--- src/rtl/pmsc_regs.vh ---
// command codes, field positions, reset values and limits of the bank
`ifndef PMSC_REGS_VH
`define PMSC_REGS_VH

// ----------------------------------------------------------------
// command codes
// ----------------------------------------------------------------
`define PMSC_CMD_TEMP_STATUS 8'h7d
`define PMSC_CMD_COMM_STATUS 8'h7e
`define PMSC_CMD_VIN_READ 8'h88
`define PMSC_CMD_VOUT_READ 8'h8b
`define PMSC_CMD_IOUT_READ 8'h8c
`define PMSC_CMD_TEMP_READ 8'h8d
`define PMSC_CMD_MODULE_TYPE 8'hd0
`define PMSC_CMD_VOUT_GAIN 8'hd1
`define PMSC_CMD_VOUT_OFFSET 8'hd2
`define PMSC_CMD_VIN_GAIN 8'hd3
`define PMSC_CMD_VIN_OFFSET 8'hd4
`define PMSC_CMD_IOUT_GAIN 8'hd6
`define PMSC_CMD_IOUT_OFFSET 8'hd7
`define PMSC_CMD_FW_REV 8'hdb
`define PMSC_CMD_PIN_CONFIG 8'he0

// ----------------------------------------------------------------
// field positions
// ----------------------------------------------------------------
`define PMSC_TEMP_OVER_TEMPERATURE_FAULT_FLAG_BIT 7
`define PMSC_TEMP_OVER_TEMPERATURE_WARNING_FLAG_BIT 6
`define PMSC_COMM_BAD_CMD_BIT 7
`define PMSC_COMM_BAD_DATA_BIT 6
`define PMSC_COMM_PEC_BIT 5
`define PMSC_MTYPE_WP_BIT 1
`define PMSC_CFG_ARA_BIT 4
`define PMSC_SUMMARY_TEMP_BIT 2
`define PMSC_SUMMARY_COMM_BIT 1

// ----------------------------------------------------------------
// reset values and limits
// ----------------------------------------------------------------
`define PMSC_GAIN_RESET 16'h2000
`define PMSC_GAIN_MIN 16'h1999
`define PMSC_GAIN_MAX 16'h2666
`define PMSC_OFFSET_RESET 16'h0000
`define PMSC_WP_RESET 1'b1
`define PMSC_CFG_RESET 5'h00
`define PMSC_PIN_CODE_MAX 4'h2
// linear exponents, five bit two's complement in bits 15:11
`define PMSC_EXP_VOUT 5'h14
`define PMSC_EXP_VIN 5'h1d
`define PMSC_EXP_IOUT 5'h1c

`endif

--- src/rtl/pmsc_flag.v ---
// one sticky status flag where a set wins over a clear
`timescale 1ns/1ps
module pmsc_flag
(
  // clock and reset
  input wire clk,
  input wire resetn,
  // control
  input wire set,
  input wire clr,
  // state
  output reg flag_q
);

  // ----------------------------------------------------------------
  // sticky flag
  // ----------------------------------------------------------------
  // an event in the clearing cycle is kept
  always @(posedge clk or negedge resetn)
  begin
    if (!resetn)
      flag_q <= 1'b0;
    else if (set)
      flag_q <= 1'b1;
    else if (clr)
      flag_q <= 1'b0;
  end

endmodule // pmsc_flag

--- src/rtl/pmsc_bank.v ---
// status and calibration command bank of the power module
`timescale 1ns/1ps
`include "pmsc_regs.vh"
module pmsc_bank
#(
  // firmware revision, major in upper nibble
  parameter [7:0] FW_REVISION = 8'h10,
  // module designation, arbitrary neutral value, bit 5 = isolated
  parameter [5:0] DESIGNATION = 6'h2a,
  // one on the passive load sharing build
  parameter LOAD_SHARE = 0
)
(
  // clock and reset
  input wire clk,
  input wire resetn,
  // command port from the bus protocol engine
  input wire cmd_valid,
  input wire cmd_write,
  input wire [7:0] cmd_code,
  input wire [15:0] cmd_wdata,
  output reg [15:0] cmd_rdata_q,
  output reg cmd_done_q,
  // events from the device logic and protocol engine
  input wire over_temperature_fault_flag_evt,
  input wire over_temperature_warning_flag_evt,
  input wire pec_error_evt,
  input wire alert_active,
  // telemetry from the measurement logic
  input wire [15:0] vin_reading,
  input wire [15:0] vout_reading,
  input wire [15:0] iout_reading,
  input wire [15:0] temp_reading,
  // summary bits towards the status word
  output wire temp_summary,
  output wire comm_summary,
  // calibration factors towards the measurement logic
  output reg [15:0] vout_read_gain_trim_q,
  output reg [15:0] vout_read_offset_trim_q,
  output reg [15:0] vin_read_gain_trim_q,
  output reg [15:0] vin_read_offset_trim_q,
  output reg [15:0] iout_gain_trim_q,
  output reg [15:0] iout_offset_trim_q,
  // configuration outputs
  output wire write_protect_flag,
  output wire ara_only,
  output wire trim_or_control_pin_is_trim,
  output wire trim_or_control_pin_is_onoff,
  output wire second_control_pin_is_pgood,
  output wire second_control_pin_is_onoff
);

  // ----------------------------------------------------------------
  // state
  // ----------------------------------------------------------------
  reg [4:0] mdesig_q; // writable designation bits 4:0
  reg write_protect_q; // write protect of the module-type word
  reg [4:0] cfg_q; // alert bit and pin code
  wire [4:0] flag_set; // sticky flag set vector
  wire [4:0] flag_clr; // sticky flag clear vector
  wire [4:0] flag_q; // sticky flags
  wire [7:0] temp_status; // temperature status byte
  wire [7:0] comm_status; // communication status byte
  wire [15:0] module_type_word; // assembled module-type word

  // ----------------------------------------------------------------
  // decode
  // ----------------------------------------------------------------
  wire wr = cmd_valid & cmd_write; // write request this cycle
  wire rd = cmd_valid & ~cmd_write; // read request this cycle
  reg known; // code is in the map
  reg writable; // code accepts writes
  reg [15:0] rd_value; // read data of the addressed code

  // code classification and read mux
  always @*
  begin
    known = 1'b1;
    writable = 1'b0;
    rd_value = 16'h0000;
    case (cmd_code)
      // status bytes, cleared by writing ones
      `PMSC_CMD_TEMP_STATUS:
      begin
        writable = 1'b1;
        rd_value = {8'h00, temp_status};
      end
      `PMSC_CMD_COMM_STATUS:
      begin
        writable = 1'b1;
        rd_value = {8'h00, comm_status};
      end
      // telemetry levels pass straight through
      `PMSC_CMD_VIN_READ: rd_value = vin_reading;
      `PMSC_CMD_VOUT_READ: rd_value = vout_reading;
      `PMSC_CMD_IOUT_READ: rd_value = iout_reading;
      `PMSC_CMD_TEMP_READ: rd_value = temp_reading;
      `PMSC_CMD_MODULE_TYPE:
      begin
        writable = 1'b1;
        rd_value = module_type_word;
      end
      // calibration trims
      `PMSC_CMD_VOUT_GAIN:
      begin
        writable = 1'b1;
        rd_value = vout_read_gain_trim_q;
      end
      `PMSC_CMD_VOUT_OFFSET:
      begin
        writable = 1'b1;
        rd_value = vout_read_offset_trim_q;
      end
      `PMSC_CMD_VIN_GAIN:
      begin
        writable = 1'b1;
        rd_value = vin_read_gain_trim_q;
      end
      `PMSC_CMD_VIN_OFFSET:
      begin
        writable = 1'b1;
        rd_value = vin_read_offset_trim_q;
      end
      `PMSC_CMD_IOUT_GAIN:
      begin
        writable = 1'b1;
        rd_value = iout_gain_trim_q;
      end
      `PMSC_CMD_IOUT_OFFSET:
      begin
        writable = 1'b1;
        rd_value = iout_offset_trim_q;
      end
      // read only, writes are an invalid command
      `PMSC_CMD_FW_REV: rd_value = {8'h00, FW_REVISION};
      `PMSC_CMD_PIN_CONFIG:
      begin
        writable = 1'b1;
        rd_value = {11'h000, cfg_q};
      end
      // any other code is outside the map
      default: known = 1'b0;
    endcase
  end

  // ----------------------------------------------------------------
  // write checks
  // ----------------------------------------------------------------
  // gain window shared by all three gain trims
  wire gain_ok = (cmd_wdata >= `PMSC_GAIN_MIN) &&
                 (cmd_wdata <= `PMSC_GAIN_MAX);
  wire [4:0] wexp = cmd_wdata[15:11]; // exponent of a linear word
  // pin code allowed on this build
  wire pin_ok = (LOAD_SHARE != 0) ? (cmd_wdata[3:0] == 4'h0)
              : (cmd_wdata[3:0] <= `PMSC_PIN_CODE_MAX);
  reg data_ok; // written value is acceptable
  reg is_trim; // code is a calibration trim

  // value check per code
  always @*
  begin
    data_ok = 1'b1;
    is_trim = 1'b0;
    case (cmd_code)
      // the three gains share one window
      `PMSC_CMD_VOUT_GAIN, `PMSC_CMD_VIN_GAIN, `PMSC_CMD_IOUT_GAIN:
      begin
        is_trim = 1'b1;
        data_ok = gain_ok;
      end
      // offsets must carry their fixed exponent
      `PMSC_CMD_VOUT_OFFSET:
      begin
        is_trim = 1'b1;
        data_ok = (wexp == `PMSC_EXP_VOUT);
      end
      `PMSC_CMD_VIN_OFFSET:
      begin
        is_trim = 1'b1;
        data_ok = (wexp == `PMSC_EXP_VIN);
      end
      `PMSC_CMD_IOUT_OFFSET:
      begin
        is_trim = 1'b1;
        data_ok = (wexp == `PMSC_EXP_IOUT);
      end
      // pin code checked against the build
      `PMSC_CMD_PIN_CONFIG: data_ok = pin_ok;
      default: data_ok = 1'b1;
    endcase
  end

  // a trim write under protection is locked out
  wire locked = is_trim & write_protect_q;
  // command not in the map, or a write to a read-only code
  wire bad_cmd = cmd_valid & (~known | (cmd_write & ~writable));
  // write refused for its value or the lock
  wire bad_data = wr & known & writable & (~data_ok | locked);
  // write that updates a register
  wire wr_ok = wr & known & writable & data_ok & ~locked;

  // ----------------------------------------------------------------
  // sticky status flags
  // ----------------------------------------------------------------
  // order: over_temperature_fault_flag, over_temperature_warning_flag, bad cmd, bad data, pec
  assign flag_set = {over_temperature_fault_flag_evt, over_temperature_warning_flag_evt, bad_cmd, bad_data,
                     pec_error_evt};
  wire wr_temp = wr & (cmd_code == `PMSC_CMD_TEMP_STATUS);
  wire wr_comm = wr & (cmd_code == `PMSC_CMD_COMM_STATUS);
  // writing a one to a status bit clears it
  assign flag_clr = {
    wr_temp & cmd_wdata[`PMSC_TEMP_OVER_TEMPERATURE_FAULT_FLAG_BIT],
    wr_temp & cmd_wdata[`PMSC_TEMP_OVER_TEMPERATURE_WARNING_FLAG_BIT],
    wr_comm & cmd_wdata[`PMSC_COMM_BAD_CMD_BIT],
    wr_comm & cmd_wdata[`PMSC_COMM_BAD_DATA_BIT],
    wr_comm & cmd_wdata[`PMSC_COMM_PEC_BIT]};

  // one flag cell per supported bit
  genvar gi;
  generate
    for (gi = 0; gi < 5; gi = gi + 1)
    begin : g_flag
      pmsc_flag u_flag
      (
        .clk(clk),
        .resetn(resetn),
        .set(flag_set[gi]),
        .clr(flag_clr[gi]),
        .flag_q(flag_q[gi])
      );
    end
  endgenerate

  // status bytes, unsupported and reserved bits fixed at zero
  assign temp_status = {flag_q[4], flag_q[3], 6'h00};
  assign comm_status = {flag_q[2], flag_q[1], flag_q[0],
                        5'h00};
  // summary bits for the status word
  assign temp_summary = |temp_status;
  assign comm_summary = |comm_status;

  // ----------------------------------------------------------------
  // module-type word
  // ----------------------------------------------------------------
  // top designation bit is fixed by the build, high byte zero
  assign module_type_word = {8'h00, DESIGNATION[5], mdesig_q,
                             write_protect_q, 1'b0};
  assign write_protect_flag = write_protect_q;

  // designation and protect bits, protection on from reset
  always @(posedge clk or negedge resetn)
  begin
    if (!resetn)
    begin
      mdesig_q <= 5'h00;
      write_protect_q <= `PMSC_WP_RESET;
    end
    else if (wr_ok && cmd_code == `PMSC_CMD_MODULE_TYPE)
    begin
      // word writes are never locked, bit 0 and high byte ignored
      mdesig_q <= cmd_wdata[6:2];
      write_protect_q <= cmd_wdata[`PMSC_MTYPE_WP_BIT];
    end
  end

  // ----------------------------------------------------------------
  // calibration trims
  // ----------------------------------------------------------------
  // trims keep their value; the nonvolatile copy lives outside
  always @(posedge clk or negedge resetn)
  begin
    if (!resetn)
    begin
      // gains at the factor default, offsets at zero
      vout_read_gain_trim_q <= `PMSC_GAIN_RESET;
      vout_read_offset_trim_q <= `PMSC_OFFSET_RESET;
      vin_read_gain_trim_q <= `PMSC_GAIN_RESET;
      vin_read_offset_trim_q <= `PMSC_OFFSET_RESET;
      iout_gain_trim_q <= `PMSC_GAIN_RESET;
      iout_offset_trim_q <= `PMSC_OFFSET_RESET;
    end
    else if (wr_ok)
    begin
      // only accepted, unlocked writes reach here
      case (cmd_code)
        `PMSC_CMD_VOUT_GAIN: vout_read_gain_trim_q <= cmd_wdata;
        `PMSC_CMD_VOUT_OFFSET: vout_read_offset_trim_q <= cmd_wdata;
        `PMSC_CMD_VIN_GAIN: vin_read_gain_trim_q <= cmd_wdata;
        `PMSC_CMD_VIN_OFFSET: vin_read_offset_trim_q <= cmd_wdata;
        `PMSC_CMD_IOUT_GAIN: iout_gain_trim_q <= cmd_wdata;
        `PMSC_CMD_IOUT_OFFSET: iout_offset_trim_q <= cmd_wdata;
        // other codes leave every trim alone
        default: iout_offset_trim_q <= iout_offset_trim_q;
      endcase
    end
  end

  // ----------------------------------------------------------------
  // alert and pin configuration
  // ----------------------------------------------------------------
  // reserved bits 7:5 never stored, byte resets to zero
  always @(posedge clk or negedge resetn)
  begin
    if (!resetn)
      cfg_q <= `PMSC_CFG_RESET;
    else if (wr_ok && cmd_code == `PMSC_CMD_PIN_CONFIG)
      cfg_q <= cmd_wdata[4:0];
  end

  // answer only at the alert response address while alert is up
  assign ara_only = cfg_q[`PMSC_CFG_ARA_BIT] & alert_active;
  // pin function decode
  assign trim_or_control_pin_is_onoff = (cfg_q[3:0] == 4'h0);
  assign trim_or_control_pin_is_trim = (cfg_q[3:0] == 4'h1) |
                                       (cfg_q[3:0] == 4'h2);
  // second control pin: power good or secondary on/off
  assign second_control_pin_is_pgood = (cfg_q[3:0] == 4'h0) |
                                       (cfg_q[3:0] == 4'h1);
  assign second_control_pin_is_onoff = (cfg_q[3:0] == 4'h2);

  // ----------------------------------------------------------------
  // command answer
  // ----------------------------------------------------------------
  // read data and done pulse one edge after the request
  always @(posedge clk or negedge resetn)
  begin
    if (!resetn)
    begin
      cmd_rdata_q <= 16'h0000;
      cmd_done_q <= 1'b0;
    end
    else
    begin
      // done follows every request by one edge
      cmd_done_q <= cmd_valid;
      // read data stands until the next read
      if (rd)
        cmd_rdata_q <= known ? rd_value : 16'h0000;
    end
  end

endmodule // pmsc_bank

--- config.mk ---
export PLATFORM = sky130hd
export DESIGN_NAME = pmsc_bank
export DESIGN_NICKNAME = d
export VERILOG_FILES = /design/src/rtl/pmsc_flag.v /design/src/rtl/pmsc_bank.v
export VERILOG_INCLUDE_DIRS = /design/src /design/src/rtl
export SDC_FILE = /design/constraint.sdc
export NUM_CORES = 1
export LEC_CHECK = 0
export BUFFER_PORTS_ARGS = -buffer_cell sky130_fd_sc_hd__buf_2
export CAP_MARGIN = 15
export CORE_UTILIZATION = 55
export CTS_CLUSTER_DIAMETER = 80
export DETAILED_ROUTE_END_ITERATION = 10
export GPL_ROUTABILITY_DRIVEN = 1
export GPL_TIMING_DRIVEN = 0
export PLACE_DENSITY = 0.82
export REMOVE_ABC_BUFFERS = 1
export SLEW_MARGIN = 5
export SYNTH_ARGS = -nofsm -noshare
export SYNTH_HDL_FRONTEND = slang
export SYNTH_SLANG_ARGS = --single-unit
--- constraint.sdc ---
create_clock -name clk -period 6.1 [get_ports clk]
set_clock_uncertainty 0.05 [all_clocks]
set_input_delay 0.915 -clock clk [delete_from_list [all_inputs] [get_ports clk]]
set_output_delay 0.915 -clock clk [all_outputs]
set_load 0.01 [all_outputs]
== Word level (Yosys, flattened, before mapping) ==
Index checks and enable logic that the tools add are counted.

* Flip-flop bits (word level): 129
* Output and inout port bits: 121
* Word-level logic and storage cells: 103

* $lt $le $gt $ge: 3
* Equality and inequality tests: 20
* Mux-type cells: 16
* Bitwise logic cells: 27
* Reduce and logical (&&, ||, !) cells: 21

{| class="wikitable"
|+ Operator list
! operator !! count
|-
| case mux 16 bit (15 select lines) || 1
|-
| equality test 8 bit (second input constant) || 13
|-
| bitwise AND 1 bit || 18
|-
| equality test 8 x 7 -> 1 bit (second input constant) || 2
|-
| >= comparator 16 x 13 -> 1 bit (second input constant) || 1
|-
| <= comparator 16 x 14 -> 1 bit (second input constant) || 1
|-
| two-way mux 16 bit || 1
|-
| equality test 5 bit (second input constant) || 3
|-
| OR reduction 15 bit || 1
|-
| two-way mux 1 bit || 13
|-
| AND reduction 2 bit || 6
|-
| nonzero test 2 bit || 5
|-
| OR reduction 10 bit || 1
|-
| OR reduction 3 bit || 2
|-
| OR reduction 6 bit || 1
|-
| inverter 1 bit || 5
|-
| case mux 1 bit (5 select lines) || 1
|-
| equality test 4 x 1 -> 1 bit (second input constant) || 1
|-
| equality test 4 x 2 -> 1 bit (second input constant) || 1
|-
| <= comparator 4 x 2 -> 1 bit (second input constant) || 1
|-
| zero test 4 bit || 1
|-
| bitwise OR 1 bit || 4
|-
| logical AND 1 bit || 3
|-
| OR reduction 2 bit || 1
|}

== Logic depth before layout (Yosys ltp) ==
Gate-level depths: netlist (run 1).

* Depth in word-level cells: 8
* Depth in mapped cells: 8
* Gate-level depth less buffers: 6

== Modules after synthesis ==
Synthesis (run 1) repeated with hierarchy kept, for this count alone.

* Cell total of the unflattened synthesis: 597
* Area, all modules: 7,004.2 µm²

{| class="wikitable"
|+ By module, submodules not included
! module !! instances !! cells each !! area each (µm²)
|-
| pmsc_bank || 1 || 582 || 6,822.8
|-
| pmsc_flag || 5 || 3 || 36.3
|}

== Worst setup path after synthesis (run 1) ==
No wires, ideal clock.

* Path kind: input -> register
* Start: in cmd_wdata[12]
* End: reg vout_read_gain_trim_q[10]
* Library setup time: 0.125 ns
* Data arrival time: 3.526 ns
* Data required time: 5.925 ns
* Setup slack: 2.398 ns
* Stages on the path: 8
* Cells stage by stage: buf_6 > or4_4 > or4b_4 > nand3b_4 > a211oi_4 > o211ai_4 > buf_6 > mux2_4

* Longest elaborated chain between the ends: 6
* Elaborated cells between the ends (all ways): 10
* Classes of those cells: order compare (2); eq/ne (3); mux (1); bitwise (2); reduce/logical (2)

{| class="wikitable"
|+ Ends and longest elaborated chain
! element !! RTL line !! RTL
|-
| start: declaration || pmsc_bank.v:21 || <nowiki>input wire [15:0] cmd_wdata,</nowiki>
|-
| >= comparator 16 x 13 -> 1 bit (no source line) / <= comparator 16 x 14 -> 1 bit (equally long branches) || - ||
|-
| logical AND 1 bit || pmsc_bank.v:150 || <nowiki>wire gain_ok = (cmd_wdata >= `PMSC_GAIN_MIN) &&</nowiki>
|-
| case mux 1 bit (5 select lines) * || pmsc_bank.v:164 || <nowiki>case (cmd_code)</nowiki>
|-
| bitwise AND 1 bit * (2 in series) || pmsc_bank.v:200 || <nowiki>wire wr_ok = wr & known & writable & data_ok & ~locked;</nowiki>
|-
| AND reduction 2 bit (no source line) * || - ||
|-
| end signal: assignment || pmsc_bank.v:275 || <nowiki>vout_read_gain_trim_q <= `PMSC_GAIN_RESET;</nowiki>
|-
| end signal: assignment || pmsc_bank.v:286 || <nowiki>`PMSC_CMD_VOUT_GAIN: vout_read_gain_trim_q <= cmd_wdata;</nowiki>
|-
| end: declaration || pmsc_bank.v:38 || <nowiki>output reg [15:0] vout_read_gain_trim_q,</nowiki>
|}

Mark *: on every way between the ends. The rest lies on a longest branch, timed or not.
A chain may end at the register's enable or synchronous reset.

== Final worst setup path (run 1) ==
* Start: in cmd_code[5]
* End: reg iout_gain_trim_q[8]

* Longest elaborated chain between the ends: 8
* Elaborated cells between the ends (all ways): 30
* Classes of those cells: eq/ne (15); mux (4); bitwise (6); reduce/logical (5)

{| class="wikitable"
|+ Ends and longest elaborated chain
! element !! RTL line !! RTL
|-
| start: declaration || pmsc_bank.v:20 || <nowiki>input wire [7:0] cmd_code,</nowiki>
|-
| equality test 8 x 7 -> 1 bit (tied with other cells) || pmsc_bank.v:81 || <nowiki>case (cmd_code)</nowiki>
|-
| OR reduction 15 bit (no source line) || - ||
|-
| two-way mux 1 bit || pmsc_bank.v:81 ||
|-
| bitwise AND 1 bit (4 in series) || pmsc_bank.v:200 ||
|-
| AND reduction 2 bit (no source line) * || - ||
|-
| end signal: assignment || pmsc_bank.v:279 || <nowiki>iout_gain_trim_q <= `PMSC_GAIN_RESET;</nowiki>
|-
| end signal: assignment || pmsc_bank.v:290 || <nowiki>`PMSC_CMD_IOUT_GAIN: iout_gain_trim_q <= cmd_wdata;</nowiki>
|-
| end: declaration || pmsc_bank.v:42 || <nowiki>output reg [15:0] iout_gain_trim_q,</nowiki>
|}

Marked as above.

==> results of run 1 <==
## cell usage in the layout, fill, tap and decap left out, types with 5 or more instances in the layout
master	n
sky130_fd_sc_hd__a2111oi_0	5
sky130_fd_sc_hd__a21oi_1	10
sky130_fd_sc_hd__a221oi_1	10
sky130_fd_sc_hd__a222oi_1	7
sky130_fd_sc_hd__a22o_1	5
sky130_fd_sc_hd__a22oi_1	33
sky130_fd_sc_hd__a31oi_1	10
sky130_fd_sc_hd__and2_1	14
sky130_fd_sc_hd__buf_2	215
sky130_fd_sc_hd__buf_4	8
sky130_fd_sc_hd__clkbuf_1	5
sky130_fd_sc_hd__clkbuf_16	17
sky130_fd_sc_hd__clkinv_2	5
sky130_fd_sc_hd__dfrtp_1	125
sky130_fd_sc_hd__mux2_2	47
sky130_fd_sc_hd__mux2_4	39
sky130_fd_sc_hd__mux2i_1	15
sky130_fd_sc_hd__nand2_1	26
sky130_fd_sc_hd__nand2b_1	14
sky130_fd_sc_hd__nand3_1	9
sky130_fd_sc_hd__nor2_1	35
sky130_fd_sc_hd__nor3_1	14
sky130_fd_sc_hd__nor4_2	5
sky130_fd_sc_hd__o211ai_1	8
sky130_fd_sc_hd__o211ai_4	6
sky130_fd_sc_hd__o21ai_0	13
## cells by family after synthesis
logic type	count (synthesis)	synth area share (%)
flops	129	47.7
mux	102	19.0
simple gates	150	12.0
buf+inv	48	3.43
xor+xnor	2	0.258
compound gates	145	17.6
## per-stage QoR
| step | cell area [sq um] | setup TNS (ps) |
|---|---|---|
| finish | 8590 | 0 |
| global route | 8590 | 0 |
| CTS | 8590 | 0 |
| detailed placement | 8030 | 0 |
| global placement | 7830 | -41690 |
| floorplan | 6560 | 0 |
## path summary, 6_finish.rpt
kind / start / end / slack, ps
max: cmd_code[5] / iout_gain_trim_q[8]$_DFFE_PN0P_ / 1380
min: resetn / cmd_rdata_q[3]$_DFFE_PN0P_ / 380
max reg2reg: write_protect_flag$_DFFE_PN1P_ / iout_gain_trim_q[8]$_DFFE_PN0P_ / 3520
min reg2reg: cmd_rdata_q[10]$_DFFE_PN0P_ / cmd_rdata_q[10]$_DFFE_PN0P_ / 440
max in group asynchronous: resetn / iout_gain_trim_q[11]$_DFFE_PN0P_ / 4860
min in group clk: cmd_rdata_q[10]$_DFFE_PN0P_ / cmd_rdata_q[10]$_DFFE_PN0P_ / 440
## registers in the layout (all words and copies together), names as in the netlist
| register | flops |
|---|---|
| vin_read_gain_trim_q | 16 |
| vout_read_offset_trim_q | 16 |
| cmd_rdata_q | 16 |
| write_protect_flag | 1 |
| g_flag.u_flag.flag_q | 5 |
| cfg_q | 5 |
| cmd_done_q | 1 |
| mdesig_q | 5 |
| iout_offset_trim_q | 16 |
| vout_read_gain_trim_q | 16 |
| iout_gain_trim_q | 16 |
| vin_read_offset_trim_q | 16 |
## metal layers
layer  GRT usage, %  vias to the layer above  wire length, um
met4           18.0                        0              826
met2           57.8                      443            10600
met3           9.11                       70             2490
met1           47.0                     3027             8720
met5              0                        -                0
li1               -                     2617                -
## worst reg2reg max path: stages (launching register included)
cell and delay [ps]:
sky130_fd_sc_hd__dfstp_2 380, sky130_fd_sc_hd__o21ai_0 70, sky130_fd_sc_hd__nor2_1 110, sky130_fd_sc_hd__a211oi_2 880
sky130_fd_sc_hd__o211ai_4 520, sky130_fd_sc_hd__mux2_4 460
## power breakdown
part / switching (mW) / internal, mW
sequential: 0.00769 / 0.868
clock: 0.361 / 0.600
combinational: 0.105 / 0.0577
## cell type report
class / instances / area share [%]
inverters: 5 / 0.219
flip-flops and latches: 129 / 37.7
clock inverters: 6 / 0.641
repair buffers: 229 / 14.3
multi-input cells: 399 / 39.3
well taps: 147 / 2.14
clock buffers: 26 / 5.81
==> metrics, run 1 <==
Place WS 1010 ps; Skew-Pair Late Insertion Delay 430 ps; Max clock buf depth 2; P&R area growth vs syn 26.7%; result of the run finished, final reports clean; final count of pins violating max slew 0; total of flip-flops plus latches after synthesis 129; async set-or-reset flop fraction in the synthesized netlist 100%; Critical Path AT 4980 ps; count of input and output buffers 216; number of antenna violations at the first check in global routing 0; top cell types by occurrence after synthesis sky130_fd_sc_hd__dfrtp_1, sky130_fd_sc_hd__mux2_2, sky130_fd_sc_hd__mux2_4; CP top delay family simple AND/OR/NAND/NOR gates; crit path time final 4720 ps; count of standard-cell rows 40; number of setup buffers added after CTS 0; Reg2Reg Depth 5; total power consumption of the routed design 2.00 mW; startpoint-to-endpoint class of the critical path in -> reg; critical path startpoint category input pin; cell types with the largest area share after synthesis sky130_fd_sc_hd__dfrtp_1, sky130_fd_sc_hd__mux2_4, sky130_fd_sc_hd__mux2_2; Synth area leader sky130_fd_sc_hd__dfrtp_1; least setup slack across all paths after layout 1380 ps; TritonCTS Buffers 17; chip width 113 um; summed instance area of the synthesized netlist 0.00678 sq mm; starting density of the core 56.4%; count of antenna-violating nets left after detailed routing 0; sequential share of the synthesized area 47.7%; area of the multi-input gates 0.00337 sq mm; number of enable-type register cells in the synthesized netlist 0; clock-pin slew on the worst setup and hold paths 50 ps; number of instances in the synthesized netlist 576; Worst Max-Slew Pin Slew 1200 ps; H-tree depth 4; worst min-delay path class in -> async; DR WL/cell 24.0 um; reported leakage power 4.41 nW; Post-CTS Resized 0; Largest stage delay, worst path 1180 ps; total wire length 22600 um; CTS tree built; CP Buf/Inv Count 1; RePlAce Congestion 0.912; Setup crit end kind register; total congestion overflow 0; synthesized area per cell 11.8 sq um; non-filler instance count after layout 941; number of different library cells in the post-synthesis netlist 65; Main synth FF type sky130_fd_sc_hd__dfrtp_1; number of top-level pins 217; area share of the leading cell type in the synthesized netlist 46.2%; Final Hold Slack 379 ps; vias in the first global route 6117; layout cell share with drive strength beyond 1 47.1%; placed insts 909; final worst-path cycle share 77.4%; DIE AREA 0.0128 sq mm; cell count along the critical path 7; cts hold-fix bufs 0; relative slew slack 19.5%; Residual DRC 0; count of warnings emitted by yosys 0; utilization after layout 71.5%; overall track demand over capacity in global routing 36.5%; Pre-Repair DR Iteration Count 7; FMAX 0.212 GHz; final-stage net count 877; pwr/cell area 233 mW/mm^2; clock tree root buffer cell sky130_fd_sc_hd__clkbuf_16; pin count of the biggest net entering global routing 79; fill cell total of the finished layout 896; via count 6157; drt initial violations 692; leading cell type by number of instances after synthesis sky130_fd_sc_hd__dfrtp_1; ANT cells 0; post-detail-place hpwl 15900 um; height of the chip 113 um; FF+latch area 0.00323 sq mm; maximum fanout count along the critical path 16; wire length of the first global-routing pass 34400 um; number of clock sinks seen by CTS 129; ordered list of cells on the worst path buf_2 > nand4b_1 > nor2_1 > o211ai_1 > a21oi_2 > o211ai_4 > mux2_4; number of vias per cell 6.54; Crit-path slowest cell sky130_fd_sc_hd__nor2_1; max-cap violations 0; RSZ-0062 raised after global routing false; final-report setup violation count 0; final hold viol count 0; Required @ worst endpoint 6350 ps; VDD IR max 196 uV; Placeable Area 0.0120 sq mm
Note: power is estimated with default switching activity, not from simulation.
==> run 2: changes to the inputs <==
--- a/config.mk
+++ b/config.mk
@@ -8,12 +8,12 @@
 export LEC_CHECK = 0
 export BUFFER_PORTS_ARGS = -buffer_cell sky130_fd_sc_hd__buf_2
 export CAP_MARGIN = 15
-export CORE_UTILIZATION = 55
+export CORE_UTILIZATION = 47
 export CTS_CLUSTER_DIAMETER = 80
 export DETAILED_ROUTE_END_ITERATION = 10
 export GPL_ROUTABILITY_DRIVEN = 1
 export GPL_TIMING_DRIVEN = 0
-export PLACE_DENSITY = 0.82
+export PLACE_DENSITY = 0.75
 export REMOVE_ABC_BUFFERS = 1
 export SLEW_MARGIN = 5
 export SYNTH_ARGS = -nofsm -noshare
==> constraint.sdc (replaced) <==
create_clock -name clk -period 3.9 [get_ports clk]
set_clock_uncertainty 0.05 [all_clocks]
set_input_delay 0.585 -clock clk [delete_from_list [all_inputs] [get_ports clk]]
set_output_delay 0.585 -clock clk [all_outputs]
set_load 0.01 [all_outputs]
==> metrics, run 2 (synthesis results as in run 1) <==
maximum fanout count along the critical path 40 (was 16); height of the chip 122 um (was 113 um); count of antenna-violating nets left after detailed routing 0 (unchanged); most common cell after layout, fill and taps aside sky130_fd_sc_hd__buf_2 (unchanged); pin count of the biggest net entering global routing 74 (was 79); total congestion overflow 0 (unchanged); number of antenna violations at the first check in global routing 0 (unchanged); DIE AREA 0.0149 sq mm (was 0.0128 sq mm); Pre-Repair DR Iteration Count 5 (was 7); number of top-level pins 217 (unchanged); ordered list of cells on the worst path buf_4 > clkinv_1 > nor4_4 > buf_6 > a211oi_2 > o211ai_4 > mux2_2 (was buf_2 > nand4b_1 > nor2_1 > o211ai_1 > a21oi_2 > o211ai_4 > mux2_4); Reg2Reg Depth 5 (unchanged); starting density of the core 48.5% (was 56.4%); count of standard-cell rows 43 (was 40); crit path time final 3830 ps; number of vias per cell 6.26 (was 6.54); result of the run finished, final reports clean (unchanged); vias in the first global route 5982 (was 6117); final worst-path cycle share 98.1%; R2R Path End vout_read_offset_trim_q[9]$_DFFE_PN0P_ (was iout_gain_trim_q[8]$_DFFE_PN0P_); worst min-delay path class in -> async (unchanged); final count of pins violating max slew 0 (unchanged); Final Hold Slack 66.9 ps (was 379 ps); TritonCTS Buffers 17 (unchanged); chip width 122 um (was 113 um); critical path startpoint category input pin (unchanged); drt initial violations 589 (was 692); DR WL/cell 23.9 um (was 24.0 um); final hold viol count 0 (unchanged); Largest stage delay, worst path 750 ps (was 1180 ps); VDD IR max 273 uV (was 196 uV); Max clock buf depth 2 (unchanged); FMAX 0.261 GHz; number of clock sinks seen by CTS 129 (unchanged); Residual DRC 0 (unchanged); Worst Max-Slew Pin Slew 1090 ps (was 1200 ps); H-tree depth 4 (unchanged); final-stage net count 886 (was 877); layout cell share with drive strength beyond 1 48.3% (was 47.1%); beginning of the worst register-to-register path write_protect_flag$_DFFE_PN1P_ (unchanged); clock-pin slew on the worst setup and hold paths 60 ps (was 50 ps); worst setup slack for register-to-register paths 1400 ps (was 3520 ps); total wire length 23500 um (was 22600 um); relative slew slack 27.1% (was 19.5%); max-cap violations 0 (unchanged); Crit-path slowest cell sky130_fd_sc_hd__nor4_4 (was sky130_fd_sc_hd__nor2_1); wire length of the first global-routing pass 35100 um (was 34400 um); Setup crit end kind register (unchanged); post-detail-place hpwl 16500 um (was 15900 um); overall track demand over capacity in global routing 32.5% (was 36.5%); fill cell total of the finished layout 1147 (was 896); Critical Path AT 4080 ps (was 4980 ps); Required @ worst endpoint 4160 ps (was 6350 ps); final-report setup violation count 0 (unchanged); RSZ-0062 raised after global routing false (unchanged); Skew-Pair Late Insertion Delay 420 ps (was 430 ps); Total Neg Setup Slack 0 ps (unchanged); cts hold-fix bufs 0 (unchanged); ANT cells 0 (unchanged); top library cells by usage in the layout, fill and taps aside sky130_fd_sc_hd__buf_2, sky130_fd_sc_hd__dfrtp_1, sky130_fd_sc_hd__mux2_2, sky130_fd_sc_hd__mux2_4, sky130_fd_sc_hd__nor2_1 (unchanged); clock tree root buffer cell sky130_fd_sc_hd__clkbuf_16 (unchanged); reported leakage power 4.51 nW (was 4.41 nW); via count 6144 (was 6157); Placeable Area 0.0140 sq mm (was 0.0120 sq mm); count of input and output buffers 216 (unchanged); pwr/cell area 375 mW/mm^2 (was 233 mW/mm^2); startpoint-to-endpoint class of the critical path in -> reg (unchanged); CTS tree built (unchanged); P&R area growth vs syn 30.5% (was 26.7%); RePlAce Congestion 0.877 (was 0.912)
-- run 2: cell types whose count changed in the layout (fill, tap and decap cells not counted), sizes merged --
cell,before,now
clkbuf,26,21
bufinv,1,4
clkinvlp,0,3
buf,229,238
clkinv,6,4
-- run 2: repair_timing --
| action | CTS | global route |
|---|---|---|
| gates resized for setup | 2 | 1 |
| endpoints found under the setup margin | 102 | 93 |
| pin swaps | 0 | 5 |
| setup buffers | 0 | 9 |
-- run 2: report_power, final --
group / internal (mW) / switching (mW) / total [mW]
clock: 1.11 / 0.580 / 1.69
sequential: 1.36 / 0.0125 / 1.37
combinational: 0.0905 / 0.166 / 0.256
total: 2.56 / 0.758 / 3.32
-- run 2: through the flow --
stage | cell area [sq um] | setup slack, ps | utilization, % | cells | total power [mW]
finish | 8840 | 73.1 | 63.2 | 982 | 3.32
global route | 8840 | 2.98 | 63.2 | 982 | 3.42
CTS | 8710 | 42.9 | 62.2 | 973 | 3.34
detailed placement | 8070 | -870 | 57.7 | 942 | 1.65
global placement | 7870 | -3010 | 56.3 | 929 | 1.63
floorplan | 6560 | 251 | - | 533 | 1.47
-- run 2: layer usage --
layer	GRT usage, %	up-vias	share of wire, %
met5	0	-	0
met4	15.1	0	3.1
met3	7.49	49	9.3
met2	50.5	364	47
met1	43.1	3101	41
li1	-	2630	-
-- run 2: worst max-delay path by stage --
stage | start | endpoint | slack (ps) | depth (start not counted)
3_5_place_dp | cmd_code[2] | vin_read_gain_trim_q[4]$_DFFE_PN0P_ | -870 | 7
3_3_place_gp | cmd_code[2] | iout_offset_trim_q[8]$_DFFE_PN0P_ | -3010 | 5
6_report | cmd_code[2] | vout_read_offset_trim_q[9]$_DFFE_PN0P_ | 70 | 7
2_1_floorplan | cmd_code[5] | iout_gain_trim_q[0]$_DFFE_PN0P_ | 250 | 5
4_1_cts | cmd_code[5] | vin_read_gain_trim_q[7]$_DFFE_PN0P_ | 40 | 7
5_1_grt | cmd_code[2] | vout_read_offset_trim_q[0]$_DFFE_PN0P_ | 3 | 7
-- run 2: area by class of cell --
cell class | instances | area, sq um | area share [%]
Timing Repair Buffer | 238 | 1360 | 15.3
Tap cell | 180 | 225 | 2.55
Inverter | 5 | 18.8 | 0.212
Clock buffer | 21 | 470 | 5.32
Multi-Input combinational cell | 399 | 3380 | 38.2
Sequential cell | 129 | 3230 | 36.6
Clock inverter | 10 | 158 | 1.78
-- run 2: worst max-delay path: cells and delay by family --
family | cells | cell delay (ps)
buffers and inverters | 3 | 1290
AOI/OAI and AO/OA | 2 | 990
and+or+nand+nor | 1 | 750
muxes | 1 | 410
